`src/logic/pfc_pkg.sv`:
```
// Purpose: constants and carriers for the parallel flash host controller
// Assumes: 40 MHz clk, word-mode flash bus with 21 address bits
// Notes: timing figures in ns, cycle counts derived from the clock period
`default_nettype none
package pfc_pkg;
   localparam int CLK_NS = 25;
   localparam int ADDR_W = 21;
   localparam int DATA_W = 16;
   localparam int PAGE_WORDS = 4;
   localparam int PAGE_BITS = 2;
   localparam int BUF_WORDS = 16;
   localparam int ADDRESS_ACCESS_TIME_NS = 90;
   localparam int SELECT_ACCESS_TIME_NS = 90;
   localparam int PAGE_ACCESS_TIME_NS = 25;
   localparam int SLEEP_MARGIN_NS = 30;
   localparam int CLEAR_PULSE_MIN_NS = 500;
   localparam int CLEAR_TO_READ_TIME_NS = 50;
   localparam int WRITE_PULSE_NS = 50;
   localparam int CNT_W = 8;
   // least times round up
   localparam int ACC_CYC = (ADDRESS_ACCESS_TIME_NS + CLK_NS - 1) / CLK_NS;
   localparam int CE_CYC = (SELECT_ACCESS_TIME_NS + CLK_NS - 1) / CLK_NS;
   localparam int PAGE_CYC = (PAGE_ACCESS_TIME_NS + CLK_NS - 1) / CLK_NS;
   localparam int SLEEP_CYC = (ADDRESS_ACCESS_TIME_NS + SLEEP_MARGIN_NS + CLK_NS - 1) / CLK_NS;
   localparam int RP_CYC = (CLEAR_PULSE_MIN_NS + CLK_NS - 1) / CLK_NS;
   localparam int RH_CYC = (CLEAR_TO_READ_TIME_NS + CLK_NS - 1) / CLK_NS;
   localparam int WP_CYC = (WRITE_PULSE_NS + CLK_NS - 1) / CLK_NS;
   localparam logic [ADDR_W-1:0] BIT_TWO = 21'h000004;
   localparam logic [ADDR_W-1:0] BIT_ONE = 21'h000002;
   localparam logic [ADDR_W-1:0] BIT_SEVEN = 21'h000080;
   localparam logic [DATA_W-1:0] DATA_ZERO = 16'h0000;
   localparam logic [DATA_W-1:0] PROTECT_BIT = 16'h0001;
   typedef enum logic [2:0] {
      PFC_OP_READ = 3'h0,
      PFC_OP_WRITE = 3'h1,
      PFC_OP_PAGE = 3'h2,
      PFC_OP_PROTECT = 3'h3,
      PFC_OP_UNPROTECT = 3'h4,
      PFC_OP_VERIFY = 3'h5,
      PFC_OP_RESET = 3'h6
   } pfc_op_e;
   typedef struct packed {
      pfc_op_e op;
      logic [ADDR_W-1:0] addr;
      logic [DATA_W-1:0] wdata;
   } pfc_req_s;
   typedef struct packed {
      logic sel_n;
      logic gate_n;
      logic strobe_n;
      logic clear_n;
      logic clear_hv;
      logic gate_hv;
      logic addr_ten_hv;
      logic [ADDR_W-1:0] addr;
   } pfc_pins_s;
endpackage : pfc_pkg
`default_nettype wire

```
`src/logic/pfc_host.sv`:
```
// Purpose: host controller driving an asynchronous parallel nor flash
// Assumes: one request at a time, word mode, elevated voltages via switch enables
// Notes: data pins are three signals; oe low means this module drives
`default_nettype none
module pfc_host
   import pfc_pkg::*;
#(
   parameter int ADDR_WIDTH = pfc_pkg::ADDR_W
) (
   input wire logic clk,
   input wire logic rst_b,
   input wire logic clk_en,
   input wire logic req_valid,
   input wire pfc_pkg::pfc_req_s req,
   input wire logic hv_on_clear,
   input wire logic write_protect_en,
   input wire logic boost_en,
   output logic req_ready,
   output logic rsp_valid,
   output logic [pfc_pkg::DATA_W-1:0] rsp_data,
   output logic flash_busy,
   output pfc_pkg::pfc_pins_s pins,
   output logic write_protect_n,
   output logic boost_program_pin,
   output logic [pfc_pkg::DATA_W-1:0] dq_out,
   output logic dq_oe,
   input wire logic [pfc_pkg::DATA_W-1:0] dq_in,
   input wire logic done_flag_n
);
   import pfc_pkg::*;
   // ----------------------------------------
   // reset release and pin synchronisers
   // ----------------------------------------
   logic [1:0] rst_sync_r;
   logic rst_sync_b;
   always_ff @(posedge clk or negedge rst_b) begin
      if (!rst_b) begin
         rst_sync_r <= 2'h0;
      end else begin
         rst_sync_r <= {rst_sync_r[0], 1'h1};
      end
   end
   assign rst_sync_b = rst_sync_r[1];
   logic [DATA_W-1:0] dq_s1_r, dq_s2_r;
   logic busy_s1_r, busy_s2_r;
   always_ff @(posedge clk or negedge rst_sync_b) begin
      if (!rst_sync_b) begin
         dq_s1_r <= DATA_ZERO;
         dq_s2_r <= DATA_ZERO;
         busy_s1_r <= 1'h1;
         busy_s2_r <= 1'h1;
      end else if (clk_en) begin
         dq_s1_r <= dq_in;
         dq_s2_r <= dq_s1_r;
         busy_s1_r <= done_flag_n;
         busy_s2_r <= busy_s1_r;
      end
   end
   // ----------------------------------------
   // bus sequencer
   // ----------------------------------------
   typedef enum logic [2:0] {
      PFC_IDLE = 3'h0,
      PFC_SETUP = 3'h1,
      PFC_ACCESS = 3'h2,
      PFC_PULSE = 3'h3,
      PFC_RECOVER = 3'h4,
      PFC_CLEAR = 3'h5,
      PFC_WAIT = 3'h6
   } pfc_state_e;
   pfc_state_e st_r, st_nxt;
   pfc_req_s cur_r, cur_nxt;
   pfc_pins_s pins_r, pins_nxt;
   logic [DATA_W-1:0] dq_r, dq_nxt, rd_r, rd_nxt;
   logic oe_r, oe_nxt, rv_r, rv_nxt, rdy_r, rdy_nxt;
   logic [PAGE_BITS-1:0] beat_r, beat_nxt;
   logic ld;
   logic [CNT_W-1:0] ld_val;
   logic tdone;
   logic ctl_r, ctl_nxt;
   pfc_timer #(.W(CNT_W)) u_timer (
      .clk(clk),
      .rst_sync_b(rst_sync_b),
      .ce(clk_en),
      .load(ld),
      .value(ld_val),
      .done(tdone)
   );
   always_comb begin
      st_nxt = st_r;
      cur_nxt = cur_r;
      pins_nxt = pins_r;
      dq_nxt = dq_r;
      oe_nxt = oe_r;
      rd_nxt = rd_r;
      rv_nxt = 1'h0;
      rdy_nxt = rdy_r;
      beat_nxt = beat_r;
      ctl_nxt = ctl_r;
      ld = 1'h0;
      ld_val = '0;
      unique case (st_r)
         PFC_IDLE: begin
            // idle leaves select high so the flash sits in standby
            pins_nxt.sel_n = 1'h1;
            pins_nxt.gate_n = 1'h1;
            pins_nxt.strobe_n = 1'h1;
            pins_nxt.clear_hv = 1'h0;
            pins_nxt.gate_hv = 1'h0;
            pins_nxt.addr_ten_hv = 1'h0;
            oe_nxt = 1'h1;
            if (req_valid && rdy_r) begin
               cur_nxt = req;
               rdy_nxt = 1'h0;
               beat_nxt = '0;
               pins_nxt.addr = req.addr;
               st_nxt = PFC_SETUP;
               ld = 1'h1;
               ld_val = CNT_W'(1);
            end
         end
         PFC_SETUP: begin
            if (tdone) begin
               unique case (cur_r.op)
                  PFC_OP_RESET: begin
                     pins_nxt.clear_n = 1'h0;
                     ld_val = CNT_W'(RP_CYC);
                     st_nxt = PFC_CLEAR;
                  end
                  PFC_OP_WRITE, PFC_OP_PROTECT, PFC_OP_UNPROTECT: begin
                     pins_nxt.sel_n = 1'h0;
                     pins_nxt.gate_n = 1'h1;
                     oe_nxt = 1'h0;
                     dq_nxt = cur_r.wdata;
                     if (cur_r.op != PFC_OP_WRITE) begin
                        // bit seven picks protect or unprotect
                        // caller protects every group before unprotect
                        pins_nxt.addr = (cur_r.addr & ~BIT_SEVEN & ~BIT_ONE) | BIT_TWO
                           | ((cur_r.op == PFC_OP_UNPROTECT) ? BIT_SEVEN : '0);
                        // clear-pin method uses plain bus timing
                        pins_nxt.clear_hv = hv_on_clear;
                        pins_nxt.gate_hv = !hv_on_clear;
                        pins_nxt.addr_ten_hv = !hv_on_clear;
                     end
                     ld_val = CNT_W'(WP_CYC);
                     st_nxt = PFC_PULSE;
                  end
                  default: begin
                     // read, page and verify keep the strobe high
                     pins_nxt.sel_n = 1'h0;
                     pins_nxt.gate_n = 1'h0;
                     oe_nxt = 1'h1;
                     if (cur_r.op == PFC_OP_VERIFY) begin
                        pins_nxt.addr = (cur_r.addr & ~BIT_SEVEN & ~BIT_ONE) | BIT_TWO;
                        pins_nxt.addr_ten_hv = !hv_on_clear;
                     end
                     // fresh select always waits full access time
                     // two more cycles cover the dq synchroniser
                     ld_val = CNT_W'(((CE_CYC > ACC_CYC) ? CE_CYC : ACC_CYC) + 2);
                     st_nxt = PFC_ACCESS;
                  end
               endcase
               ld = 1'h1;
            end
         end
         PFC_PULSE: begin
            if (!ctl_r) begin
               pins_nxt.strobe_n = 1'h0;
               ctl_nxt = 1'h1;
               ld = 1'h1;
               ld_val = CNT_W'(WP_CYC);
            end else if (tdone) begin
               // strobe rise ends the write, protect or unprotect pulse
               pins_nxt.strobe_n = 1'h1;
               ctl_nxt = 1'h0;
               ld = 1'h1;
               ld_val = CNT_W'(1);
               st_nxt = PFC_RECOVER;
            end
         end
         PFC_ACCESS: begin
            if (tdone) begin
               rd_nxt = dq_s2_r;
               rv_nxt = 1'h1;
               if (cur_r.op == PFC_OP_VERIFY) begin
                  rd_nxt = dq_s2_r & PROTECT_BIT;
               end
               if (cur_r.op == PFC_OP_PAGE && beat_r != PAGE_BITS'(PAGE_WORDS - 1)) begin
                  // page held, in-page bits step, select kept low
                  beat_nxt = beat_r + PAGE_BITS'(1);
                  pins_nxt.addr[PAGE_BITS:1] = beat_r + PAGE_BITS'(1);
                  ld = 1'h1;
                  ld_val = CNT_W'(PAGE_CYC + 2);
               end else begin
                  pins_nxt.gate_n = 1'h1;
                  pins_nxt.sel_n = 1'h1;
                  pins_nxt.addr_ten_hv = 1'h0;
                  ld = 1'h1;
                  ld_val = CNT_W'(1);
                  st_nxt = PFC_RECOVER;
               end
            end
         end
         PFC_RECOVER: begin
            pins_nxt.sel_n = 1'h1;
            pins_nxt.clear_hv = 1'h0;
            pins_nxt.gate_hv = 1'h0;
            pins_nxt.addr_ten_hv = 1'h0;
            oe_nxt = 1'h1;
            if (tdone) begin
               rdy_nxt = 1'h1;
               st_nxt = PFC_IDLE;
            end
         end
         PFC_CLEAR: begin
            if (tdone) begin
               pins_nxt.clear_n = 1'h1;
               st_nxt = PFC_WAIT;
               ld = 1'h1;
               ld_val = CNT_W'(RH_CYC);
            end
         end
         PFC_WAIT: begin
            // wait for busy release and recovery before next read
            if (tdone && busy_s2_r) begin
               rdy_nxt = 1'h1;
               rv_nxt = 1'h1;
               st_nxt = PFC_IDLE;
            end
         end
         default: begin
            st_nxt = PFC_IDLE;
            rdy_nxt = 1'h1;
         end
      endcase
   end
   always_ff @(posedge clk or negedge rst_sync_b) begin
      if (!rst_sync_b) begin
         st_r <= PFC_IDLE;
         cur_r <= '0;
         pins_r <= '{sel_n: 1'h1, gate_n: 1'h1, strobe_n: 1'h1, clear_n: 1'h1,
                     clear_hv: 1'h0, gate_hv: 1'h0, addr_ten_hv: 1'h0, addr: '0};
         dq_r <= DATA_ZERO;
         oe_r <= 1'h1;
         rd_r <= DATA_ZERO;
         rv_r <= 1'h0;
         rdy_r <= 1'h1;
         beat_r <= '0;
         ctl_r <= 1'h0;
      end else if (clk_en) begin
         st_r <= st_nxt;
         cur_r <= cur_nxt;
         pins_r <= pins_nxt;
         dq_r <= dq_nxt;
         oe_r <= oe_nxt;
         rd_r <= rd_nxt;
         rv_r <= rv_nxt;
         rdy_r <= rdy_nxt;
         beat_r <= beat_nxt;
         ctl_r <= ctl_nxt;
      end
   end
   // ----------------------------------------
   // static pins and status
   // ----------------------------------------
   logic wp_r, boost_r, busy_r;
   always_ff @(posedge clk or negedge rst_sync_b) begin
      if (!rst_sync_b) begin
         wp_r <= 1'h0;
         boost_r <= 1'h0;
         busy_r <= 1'h0;
      end else if (clk_en) begin
         wp_r <= !write_protect_en;
         boost_r <= boost_en;
         busy_r <= !busy_s2_r;
      end
   end
   assign req_ready = rdy_r;
   assign rsp_valid = rv_r;
   assign rsp_data = rd_r;
   assign flash_busy = busy_r;
   assign pins = pins_r;
   assign write_protect_n = wp_r;
   assign boost_program_pin = boost_r;
   assign dq_out = dq_r;
   assign dq_oe = oe_r;
endmodule : pfc_host
`default_nettype wire

```
`src/logic/pfc_timer.sv`:
```
// Purpose: down counter for flash bus timing
// Assumes: load and count share the caller's clock enable
// Notes: done is high while the count is zero
`default_nettype none
module pfc_timer #(
   parameter int W = 8
) (
   input wire logic clk,
   input wire logic rst_sync_b,
   input wire logic ce,
   input wire logic load,
   input wire logic [W-1:0] value,
   output logic done
);
   logic [W-1:0] cnt_r;
   logic [W-1:0] cnt_nxt;
   always_comb begin
      cnt_nxt = cnt_r;
      if (load) begin
         cnt_nxt = value;
      end else if (cnt_r != '0) begin
         cnt_nxt = cnt_r - W'(1);
      end
   end
   always_ff @(posedge clk or negedge rst_sync_b) begin
      if (!rst_sync_b) begin
         cnt_r <= '0;
      end else if (ce) begin
         cnt_r <= cnt_nxt;
      end
   end
   assign done = (cnt_r == '0);
endmodule : pfc_timer
`default_nettype wire

```
`config.mk`:
```
export PLATFORM = sky130hd
export DESIGN_NAME = pfc_host
export DESIGN_NICKNAME = d
export VERILOG_FILES = /design/src/logic/pfc_pkg.sv /design/src/logic/pfc_host.sv /design/src/logic/pfc_timer.sv
export SDC_FILE = /design/constraint.sdc
export NUM_CORES = 1
export LEC_CHECK = 0
export BUFFER_PORTS_ARGS = -buffer_cell sky130_fd_sc_hd__buf_2
export CAP_MARGIN = 5
export CORE_ASPECT_RATIO = 0.6
export CORE_MARGIN = 5
export CORE_UTILIZATION = 50
export CTS_CLUSTER_SIZE = 8
export DETAILED_ROUTE_END_ITERATION = 10
export MAX_ROUTING_LAYER = met4
export PLACE_DENSITY_LB_ADDON = 0.1
export RECOVER_POWER = 50
export SETUP_SLACK_MARGIN = 0.1
export SLEW_MARGIN = 0
export SYNTH_ARGS = -nofsm -noshare
export SYNTH_HDL_FRONTEND = slang
export SYNTH_SLANG_ARGS = --single-unit
export TNS_END_PERCENT = 10
```
`constraint.sdc`:
```
create_clock -name clk -period 4.8 [get_ports clk]
set_clock_uncertainty 0.05 [all_clocks]
set_input_delay 0.24 -clock clk [delete_from_list [all_inputs] [get_ports clk]]
set_output_delay 0.24 -clock clk [all_outputs]
set_load 0.02 [all_outputs]
```
# --- Word level (Yosys, flattened, before mapping) ---
# Cells that the tools add are included.
word_totals:
  ff_bits: 156
  inputBits: 64
  out_inout_bits: 66
  word_cells: 168
op_classes:
  addsub: 2
  n_eq_ne: 31
  mux: 66
  bitwise_logic: 2
  n_reduce_logical: 38
op_table:
  columns: ["op", "count"]
  rows:
  - ["22-bit case mux with 2 select lines", 1]
  - ["8-bit case mux with 5 select lines", 1]
  - ["18-bit case mux with 2 select lines", 1]
  - ["8-bit 2-to-1 mux", 4]
  - ["3-bit 2-to-1 mux", 9]
  - ["2-bit != test, second input constant", 13]
  - ["25-bit 2-to-1 mux", 1]
  - ["24-bit 2-to-1 mux", 1]
  - ["22-bit 2-to-1 mux", 1]
  - ["21-bit 2-to-1 mux", 1]
  - ["21-bit by 8-bit OR with 21-bit output", 1]
  - ["3-bit case mux with 7 select lines", 1]
  - ["2-bit 2-to-1 mux", 10]
  - ["5-bit AND reduction", 4]
  - ["3-bit equality test, second input constant", 6]
  - ["1-bit 2-to-1 mux", 16]
  - ["16-bit 2-to-1 mux", 1]
  - ["3-bit by 2-bit equality test with 1-bit output, second input constant", 4]
  - ["1-bit case mux with 2 select lines", 6]
  - ["1-bit case mux with 3 select lines", 4]
  - ["2-bit case mux with 2 select lines", 3]
  - ["6-bit AND reduction", 2]
  - ["2-bit nonzero test", 6]
  - ["5-bit case mux with 2 select lines", 1]
  - ["other kinds (28)", 41]

# --- Depth between registers and ports, before layout ---
# Gate-level depths: netlist of the first run.
logic_depth:
  depth_word: 7
  ltp_mapped: 9
  depth_no_buf: 7

# --- By module ---
# A second synthesis of the first run with hierarchy kept.
hier_totals:
  cells_unflattened: 562
  hier_area_um2: 6739.0
modules_own_cells:
  columns: ["mod", "instances", "cells_each", "area_per_inst_um2", "seq_area_each_um2"]
  rows:
  - ["pfc_host", 1, 502, 6207.2, 3638.5]
  - ["pfc_timer", 1, 60, 531.8, 200.2]

# --- Least setup slack after synthesis of the first run ---
# OpenSTA, ideal clock, no wires.
synth_timing:
  kind: "reg-to-reg"
  start: "reg u_timer.cnt_r[0]"
  end: "reg dq_r[10], in the netlist dq_out[10]"
  setup_ps: 127
  t_arrival_ps: 1931
  t_required_ps: 4623
  setup_slack_ps: 2691
  stages_incl_launch_ff: 8
  n_path_buf: 1
  period_less_slack_ps: 2109
  path_cell_list: "dfrtp_1 > inv_1 > ha_1 > nor3b_2 > nand2_2 > nor3_4 > buf_6 > mux2_1"
synth_between:
  elab_chain_cells: 2
synth_lines:
  columns: ["item", "line", "rtl"]
  rows:
  - ["start, declared", "pfc_timer.sv:15", "logic [W-1:0] cnt_r;"]
  - ["start signal, assigned", "pfc_timer.sv:29", "cnt_r <= cnt_nxt;"]
  - ["8-bit logical NOT", "pfc_timer.sv:32", "assign done = (cnt_r == '0);"]
  - ["4-bit AND reduction (no line)", null, null]
  - ["end signal, assigned", "pfc_host.sv:254", "dq_r <= dq_nxt;"]
  - ["end, declared", "pfc_host.sv:74", "logic [DATA_W-1:0] dq_r, dq_nxt, rd_r, rd_nxt;"]
# Every way passes these cells.
# A chain may end at the register's enable or synchronous reset.

# --- Worst setup path after layout of the first run ---
layout_timing:
  start: "reg st_r[0]"
  end: "reg dq_r[2], in the netlist dq_out[2]"
layout_between:
  elab_chain_cells: 2
layout_lines:
  columns: ["item", "line", "rtl"]
  rows:
  - ["start, declared", "pfc_host.sv:71", "pfc_state_e st_r, st_nxt;"]
  - ["start signal, assigned", "pfc_host.sv:251", "st_r <= st_nxt;"]
  - ["3-bit by 1-bit equality test with 1-bit output", "pfc_host.sv:102", "unique case (st_r)"]
  - ["4-bit AND reduction (no line)", null, null]
# Every way passes these cells.

==> flow_metrics.tcl, run 1 <==
set metrics [dict create \
    post-route-util_pct 60.83 \
    setup_tns_ns 0 \
    cts-buffers-inserted 17 \
    synth_cells 537 \
    dr.pass1.iters 5 \
    drive_gt1_share_pct 35.03 \
    initial_utilization_pct 50.70 \
    hold_depth 2 \
    viasPerCell 5.484 \
    critPathLaunchType "flop" \
    vdd.ir_drop.worst_mv 0.2891 \
    synth_top_area_share_pct 52.84 \
    synthAdderAreaFrac_pct 0.5466 \
    die_area_sq_um 16250 \
    synth-main-ff-cell "dfrtp_1" \
    drt-total-wl_mm 15.25 \
    worst_slack_ns 1.841 \
    status "complete, but fails checks" \
    avgSynthCellArea_sq_um 12.79 \
    overflow 0 \
    synth-edff-count 0 \
    maxCapViolations 1 \
    globalplace.congestion 0.9345 \
    detail_route.drc_violations 0 \
    track_usage_pct 20.29 \
    ys_seq_area_share_pct 55.90 \
    clk_pin_slew_worst_paths_ns 0.06 \
    power_leakage_nw 3.840 \
    area_growth_pct 19.97 \
    drtIter0Drc 333 \
    cts_resized 0 \
    synth_warnings 0 \
    worst_pin_slew_ns 2.888 \
    timing.rr.start "st_r[0]" \
    cp.arrival_ns 3.20 \
    synthArstFlopShare_pct 100.0 \
    powerDensity_nw_per_um2 553.4 \
    end_kind "flop" \
    violations "capacitance limit, slew limit" \
    crit_required_ns 5.04 \
    die_w_um 161.3 \
    synth_seq_cells 153 \
    max_slew_margin_pct -92.56 \
    clk_latency_ns 0.41 \
    finalCriticalPeriod_ns 2.959 \
    reg2reg_depth 5 \
    tritoncts "built" \
    finalHoldViolCount 0 \
    yosys.area_share.simple_pct 9.876 \
    cts_sinks 153 \
    dp_slack_ns 1.857 \
    hp-start "req[2]" \
    whs_endpoint "cur_r[2]" \
    port_buffers 129 \
    dp_hpwl_mm 10.33 \
    setup_viol 0 \
    r2r_setup_slack_ns 1.84 \
    fmax_mhz 338.0 \
    drv_slew 70 \
    die_h_um 100.8 \
    clockRootBuffer "clkbuf_16" \
    timing.final.crit_share_pct 61.64 \
    synth.area.mux_share_pct 22.56 \
    synthTopCellsByArea "dfrtp_1 (53%), mux2_2 (19%), dfstp_2 (3.1%)" \
    num_vias 4738 \
    core-area_sq_um 13540 \
    rows 33 \
    grt_max_degree 83 \
    worst-setup-path-type "reg -> reg" \
    postRouteAntennaNets 0 \
    synth_top_family_by_area "multiplexers" \
    num-fill-cells 1104 \
    clockBufferDepth 2 \
    synth-compound-area-share_pct 7.416 \
    grt_pass1_wl_mm 25.54 \
    worstPathMaxFanout 29 \
    hold_class "in -> reg" \
    grt_setup_unrepaired "false" \
    syn_area_sq_um 6867 \
    post_dp_cell_area_sq_um 7600 \
    wl_per_cell_um 17.66 \
    io_pins 130 \
    htree_levels 4 \
    yosysUniqueCellTypes 70 \
    fin_area_sq_um 8238 \
    grt_pass1_vias 4986 \
    synth_nets 604 \
    nets 742 \
    antenna_found_initial 1 \
    yosys.area.top_type "dfrtp_1" \
    synth_xor_area_share_pct 0.6378 \
    r2r-end "dq_out[2]" \
]
## repair_timing
action / 4_1_cts / 5_1_grt
buffers inserted: 0 / 0
endpoints found under the hold margin: 12 / 6
hold buffers: 11 / 6
## flip-flops by register name, indices dropped and copies added, names as in the netlist, 3 cells and up
name	cells
cur_r	37
dq_out	16
dq_s1_r	16
dq_s2_r	16
pins	28
rsp_data	16
st_r	3
u_timer.cnt_r	8
## cell families (layout without fill, tap and decap cells)
kind of cell	after synthesis	in the layout
DFF	153	153
muxes	135	135
and+or+nand+nor	129	129
AOI/OAI and AO/OA	73	73
buffers and inverters	38	189
xor gates and xnor gates	5	5
adders and majority gates	3	3
other	1	2
## metrics by stage
step / cells / total power [mW] / hold WS [ns]
2_1_floorplan: 537 / 2.921 / -0.1056
3_3_place_gp: 814 / 3.287 / -0.02496
3_5_place_dp: 814 / 3.340 / -0.02257
4_1_cts: 857 / 4.624 / 0.0001662
5_1_grt: 864 / 4.827 / -0.00001013
6_report: 864 / 4.559 / 0.01311
## per-layer routing
layer | GRT usage, % | wire length, um | vias to the layer above
met4 | 4.391 | 81 | 0
li1 | - | - | 2208
met3 | 6.212 | 984 | 9
met1 | 27.77 | 7421 | 2362
met2 | 30.25 | 6766 | 159
met5 | - | 0 | -
## worst max-delay path: stages (launching register included)
cell and delay [ns]:
dfrtp_1 0.82, nor3b_2 0.29, buf_4 0.39, nand2_1 0.15, nor3_4 0.72, mux2_2 0.42
## layout make-up
type / count / area [sq um] / share of cell area, %
Inverter: 8 / 30.03 / 0.3645
Clock inverter: 13 / 120.1 / 1.458
Tap cell: 175 / 219.0 / 2.658
Multi-Input combinational cell: 346 / 2828 / 34.33
Sequential cell: 153 / 3839 / 46.60
Clock buffer: 19 / 432.9 / 5.255
Timing Repair Buffer: 149 / 767.0 / 9.310
Antenna cell: 1 / 2.502 / 0.03038
## synthesized netlist by cell type, types with 3 or more instances
| cell type | n |
|---|---|
| dfrtp_1 | 145 |
| mux2_2 | 114 |
| nand2_1 | 51 |
| nand3_1 | 23 |
| a21oi_1 | 19 |
| nor2_1 | 16 |
| o21ai_0 | 14 |
| mux2_1 | 12 |
| buf_2 | 9 |
| clkbuf_1 | 8 |
| dfstp_2 | 8 |
| inv_1 | 8 |
| mux2_4 | 8 |
| buf_6 | 6 |
| nand2b_1 | 6 |
| a31oi_1 | 5 |
| buf_1 | 5 |
| nand3b_1 | 4 |
| or3_1 | 4 |
| xor2_1 | 4 |
| ha_1 | 3 |
| nand4_1 | 3 |
## cell usage in the layout, fill, tap and decap left out, types with 12 or more instances in the layout
master,Yosys,layout
dfrtp_1,145,145
dlygate4sd3_1,0,17
clkbuf_16,0,17
mux2_2,114,114
nor2_1,16,16
clkbuf_1,8,69
o21ai_0,14,14
nand3_1,23,23
buf_2,9,62
mux2_1,12,12
nand2_1,51,51
a21oi_1,19,19
## worst max-delay path by stage
stage / slack [ns] / cells past startpoint / from / end
5_1_grt: 1.22 / 0 / rst_sync_r[1] / write_protect_n
2_1_floorplan: 0.19 / 0 / rst_sync_r[1] / beat_r[0]
3_3_place_gp: 2.00 / 5 / st_r[0] / dq_out[6]
4_1_cts: 1.84 / 5 / st_r[0] / dq_out[2]
3_5_place_dp: 1.86 / 5 / st_r[0] / dq_out[2]
6_report: 1.84 / 5 / st_r[0] / dq_out[2]
## power breakdown
group / switching (mW) / internal (mW) / leakage, nW / total (mW)
combinational: 0.782 / 0.612 / 1.62 / 1.39
sequential: 0.297 / 1.61 / 1.95 / 1.91
clock: 0.536 / 0.717 / 0.264 / 1.25
total: 1.61 / 2.94 / 3.84 / 4.56
No activity file was read; power rests on OpenSTA's default activity.
==> run 2, diff against run 1 <==
Settings changed: CORE_UTILIZATION 50 to 55.
Clock period 4.8 ns to 2.9 ns, I/O delays scaled along.
==> flow_metrics.tcl, run 2 (synthesis gave the netlist of run 1 again) <==
set metrics [dict create \
    tritoncts "built" \
    critPathLaunchType "input port" \
    wl_per_cell_um 17.65 \
    die_w_um 154.3 \
    drv_slew 77 \
    maxCapViolations 2 \
    p_int_mw 5.272 \
    core-area_sq_um 12140 \
    num_vias 5015 \
    overflow 0 \
    grt_setup_unrepaired "false" \
    max_slew_margin_pct -24.39 \
    finalHoldViolCount 0 \
    mostFrequentLayoutCells "dfrtp_1 (145), mux2_2 (114), buf_2 (69), clkbuf_1 (62), dlygate4sd3_1 (59)" \
    swShare_pct 33.95 \
    ctsHoldBuffers 59 \
    cts-buffers-inserted 17 \
    io_pins 130 \
    worst-setup-path-type "in -> reg" \
    end_kind "flop" \
    cts_resized 0 \
    setup_tns_ns 0 \
    nets 797 \
    rows 31 \
    finalCriticalPeriod_ns 2.575 \
    antenna_cells 0 \
    area_growth_pct 28.53 \
    drtIter0Drc 325 \
    htree_levels 4 \
    globalplace.congestion 0.9431 \
    dr.pass1.iters 5 \
    antenna_found_initial 0 \
    clockRootBuffer "clkbuf_16" \
    drt-total-wl_mm 16.03 \
    vdd.ir_drop.worst_mv 0.4648 \
    track_usage_pct 23.20 \
    final_common_cell "dfrtp_1" \
    pwr-share-seq_pct 38.5 \
    post-route-util_pct 72.70 \
    clk_pin_slew_worst_paths_ns 0.06 \
    worst_pin_slew_ns 1.866 \
    cts_sinks 153 \
    pwr-share-comb_pct 32.1 \
    crit_required_ns 3.05 \
    fmax_mhz 388.3 \
    grt_pass1_vias 5176 \
    port_buffers 129 \
    num-fill-cells 874 \
    worstPathMaxFanout 36 \
    viasPerCell 5.523 \
    dp_hpwl_mm 10.89 \
    detail_route.drc_violations 0 \
    hold_class "in -> reg" \
    die_h_um 96.55 \
    power_leakage_nw 4.132 \
    largest_reg_flops 37 \
    grt_max_degree 58 \
    clk_latency_ns 0.41 \
    regMostFlops "cur_r" \
    setup_viol 0 \
    timing.final.crit_share_pct 88.80 \
    powerDensity_nw_per_um2 904.4 \
    grt_pass1_wl_mm 26.53 \
    drive_gt1_share_pct 35.13 \
    clockBufferDepth 2 \
    cts_setup_buffers 0 \
    die_area_sq_um 14890 \
    p_clk_share_pct 29.4 \
    p_sw_mw 2.710 \
    postRouteAntennaNets 0 \
    cp.arrival_ns 2.73 \
    initial_utilization_pct 56.56 \
    violations "capacitance limit, slew limit" \
    status "complete, but fails checks" \
]
run 2: cell types whose count changed in the layout (fill, tap and decap cells not counted), moves of 2 or more:
cell,before,now
dlygate4sd3_1,17,59
buf_4,2,13
buf_2,62,69
clkbuf_1,69,62
bufinv_16,1,4
clkinv_2,3,1
run 2: layout make-up:
type	instances	area (sq um)	area share, %
timing repair buffer	204	1287	14.59
sequential	153	3839	43.49
inverter	8	30.03	0.3402
tap	165	206.4	2.339
multi-input combinational	346	2828	32.04
clock buffer	19	442.9	5.018
clock inverter	13	192.7	2.183
run 2: power by group through the flow:
stage / Clock, mW / Sequential (mW) / Combinational [mW]
final: 2.35 / 3.08 / 2.56
after global routing: 2.48 / 3.15 / 2.78
after CTS: 2.40 / 3.06 / 2.61
after detailed placement: 0 / 3.09 / 2.54
after global placement: 0 / 3.06 / 2.47
after floorplan: 0 / 3.33 / 1.51
run 2: final timing paths:
check / from / slack (ns) / endpoint / cells after the start
min reg2reg: rst_sync_r[0] / 0.30 / rst_sync_r[1] / 0
min in group asynchronous: rst_b / 0.53 / rst_sync_r[0] / 3
max in group asynchronous: rst_sync_r[1] / 0.97 / u_timer.cnt_r[1] / 1
max: clk_en / 0.32 / u_timer.cnt_r[5] / 6
min: req[23] / 0.06 / pins[7] / 3
max reg2reg: u_timer.cnt_r[4] / 0.42 / rsp_data[8] / 5
run 2: metal layers:
metal  routed length [um]  GRT usage, %  share of wire, %
met2                 7199         35.81                45
met5                    0             -                 0
met1                 7510         31.35                47
met4                  260         6.686               1.6
met3                 1057         5.340               6.6
run 2: worst max-delay path, cell delays in order:
cell and delay [ns]:
clkbuf_1 0.11, clkbuf_2 0.50, clkbuf_1 1.40, nand4_1 0.26
xor2_1 0.24, a21oi_1 0.06
run 2: stage by stage:
step	instances	area (sq um)	setup slack, ns	power, mW	hold WS (ns)
2_1_floorplan	537	6868	0.3218	4.834	-0.2006
3_3_place_gp	817	7685	0.5756	5.527	-0.1197
3_5_place_dp	817	7685	0.4452	5.625	-0.1170
4_1_cts	908	8911	0.4352	8.073	0.04379
5_1_grt	908	8826	0.1662	8.409	0.07429
6_report	908	8826	0.3248	7.982	0.06426
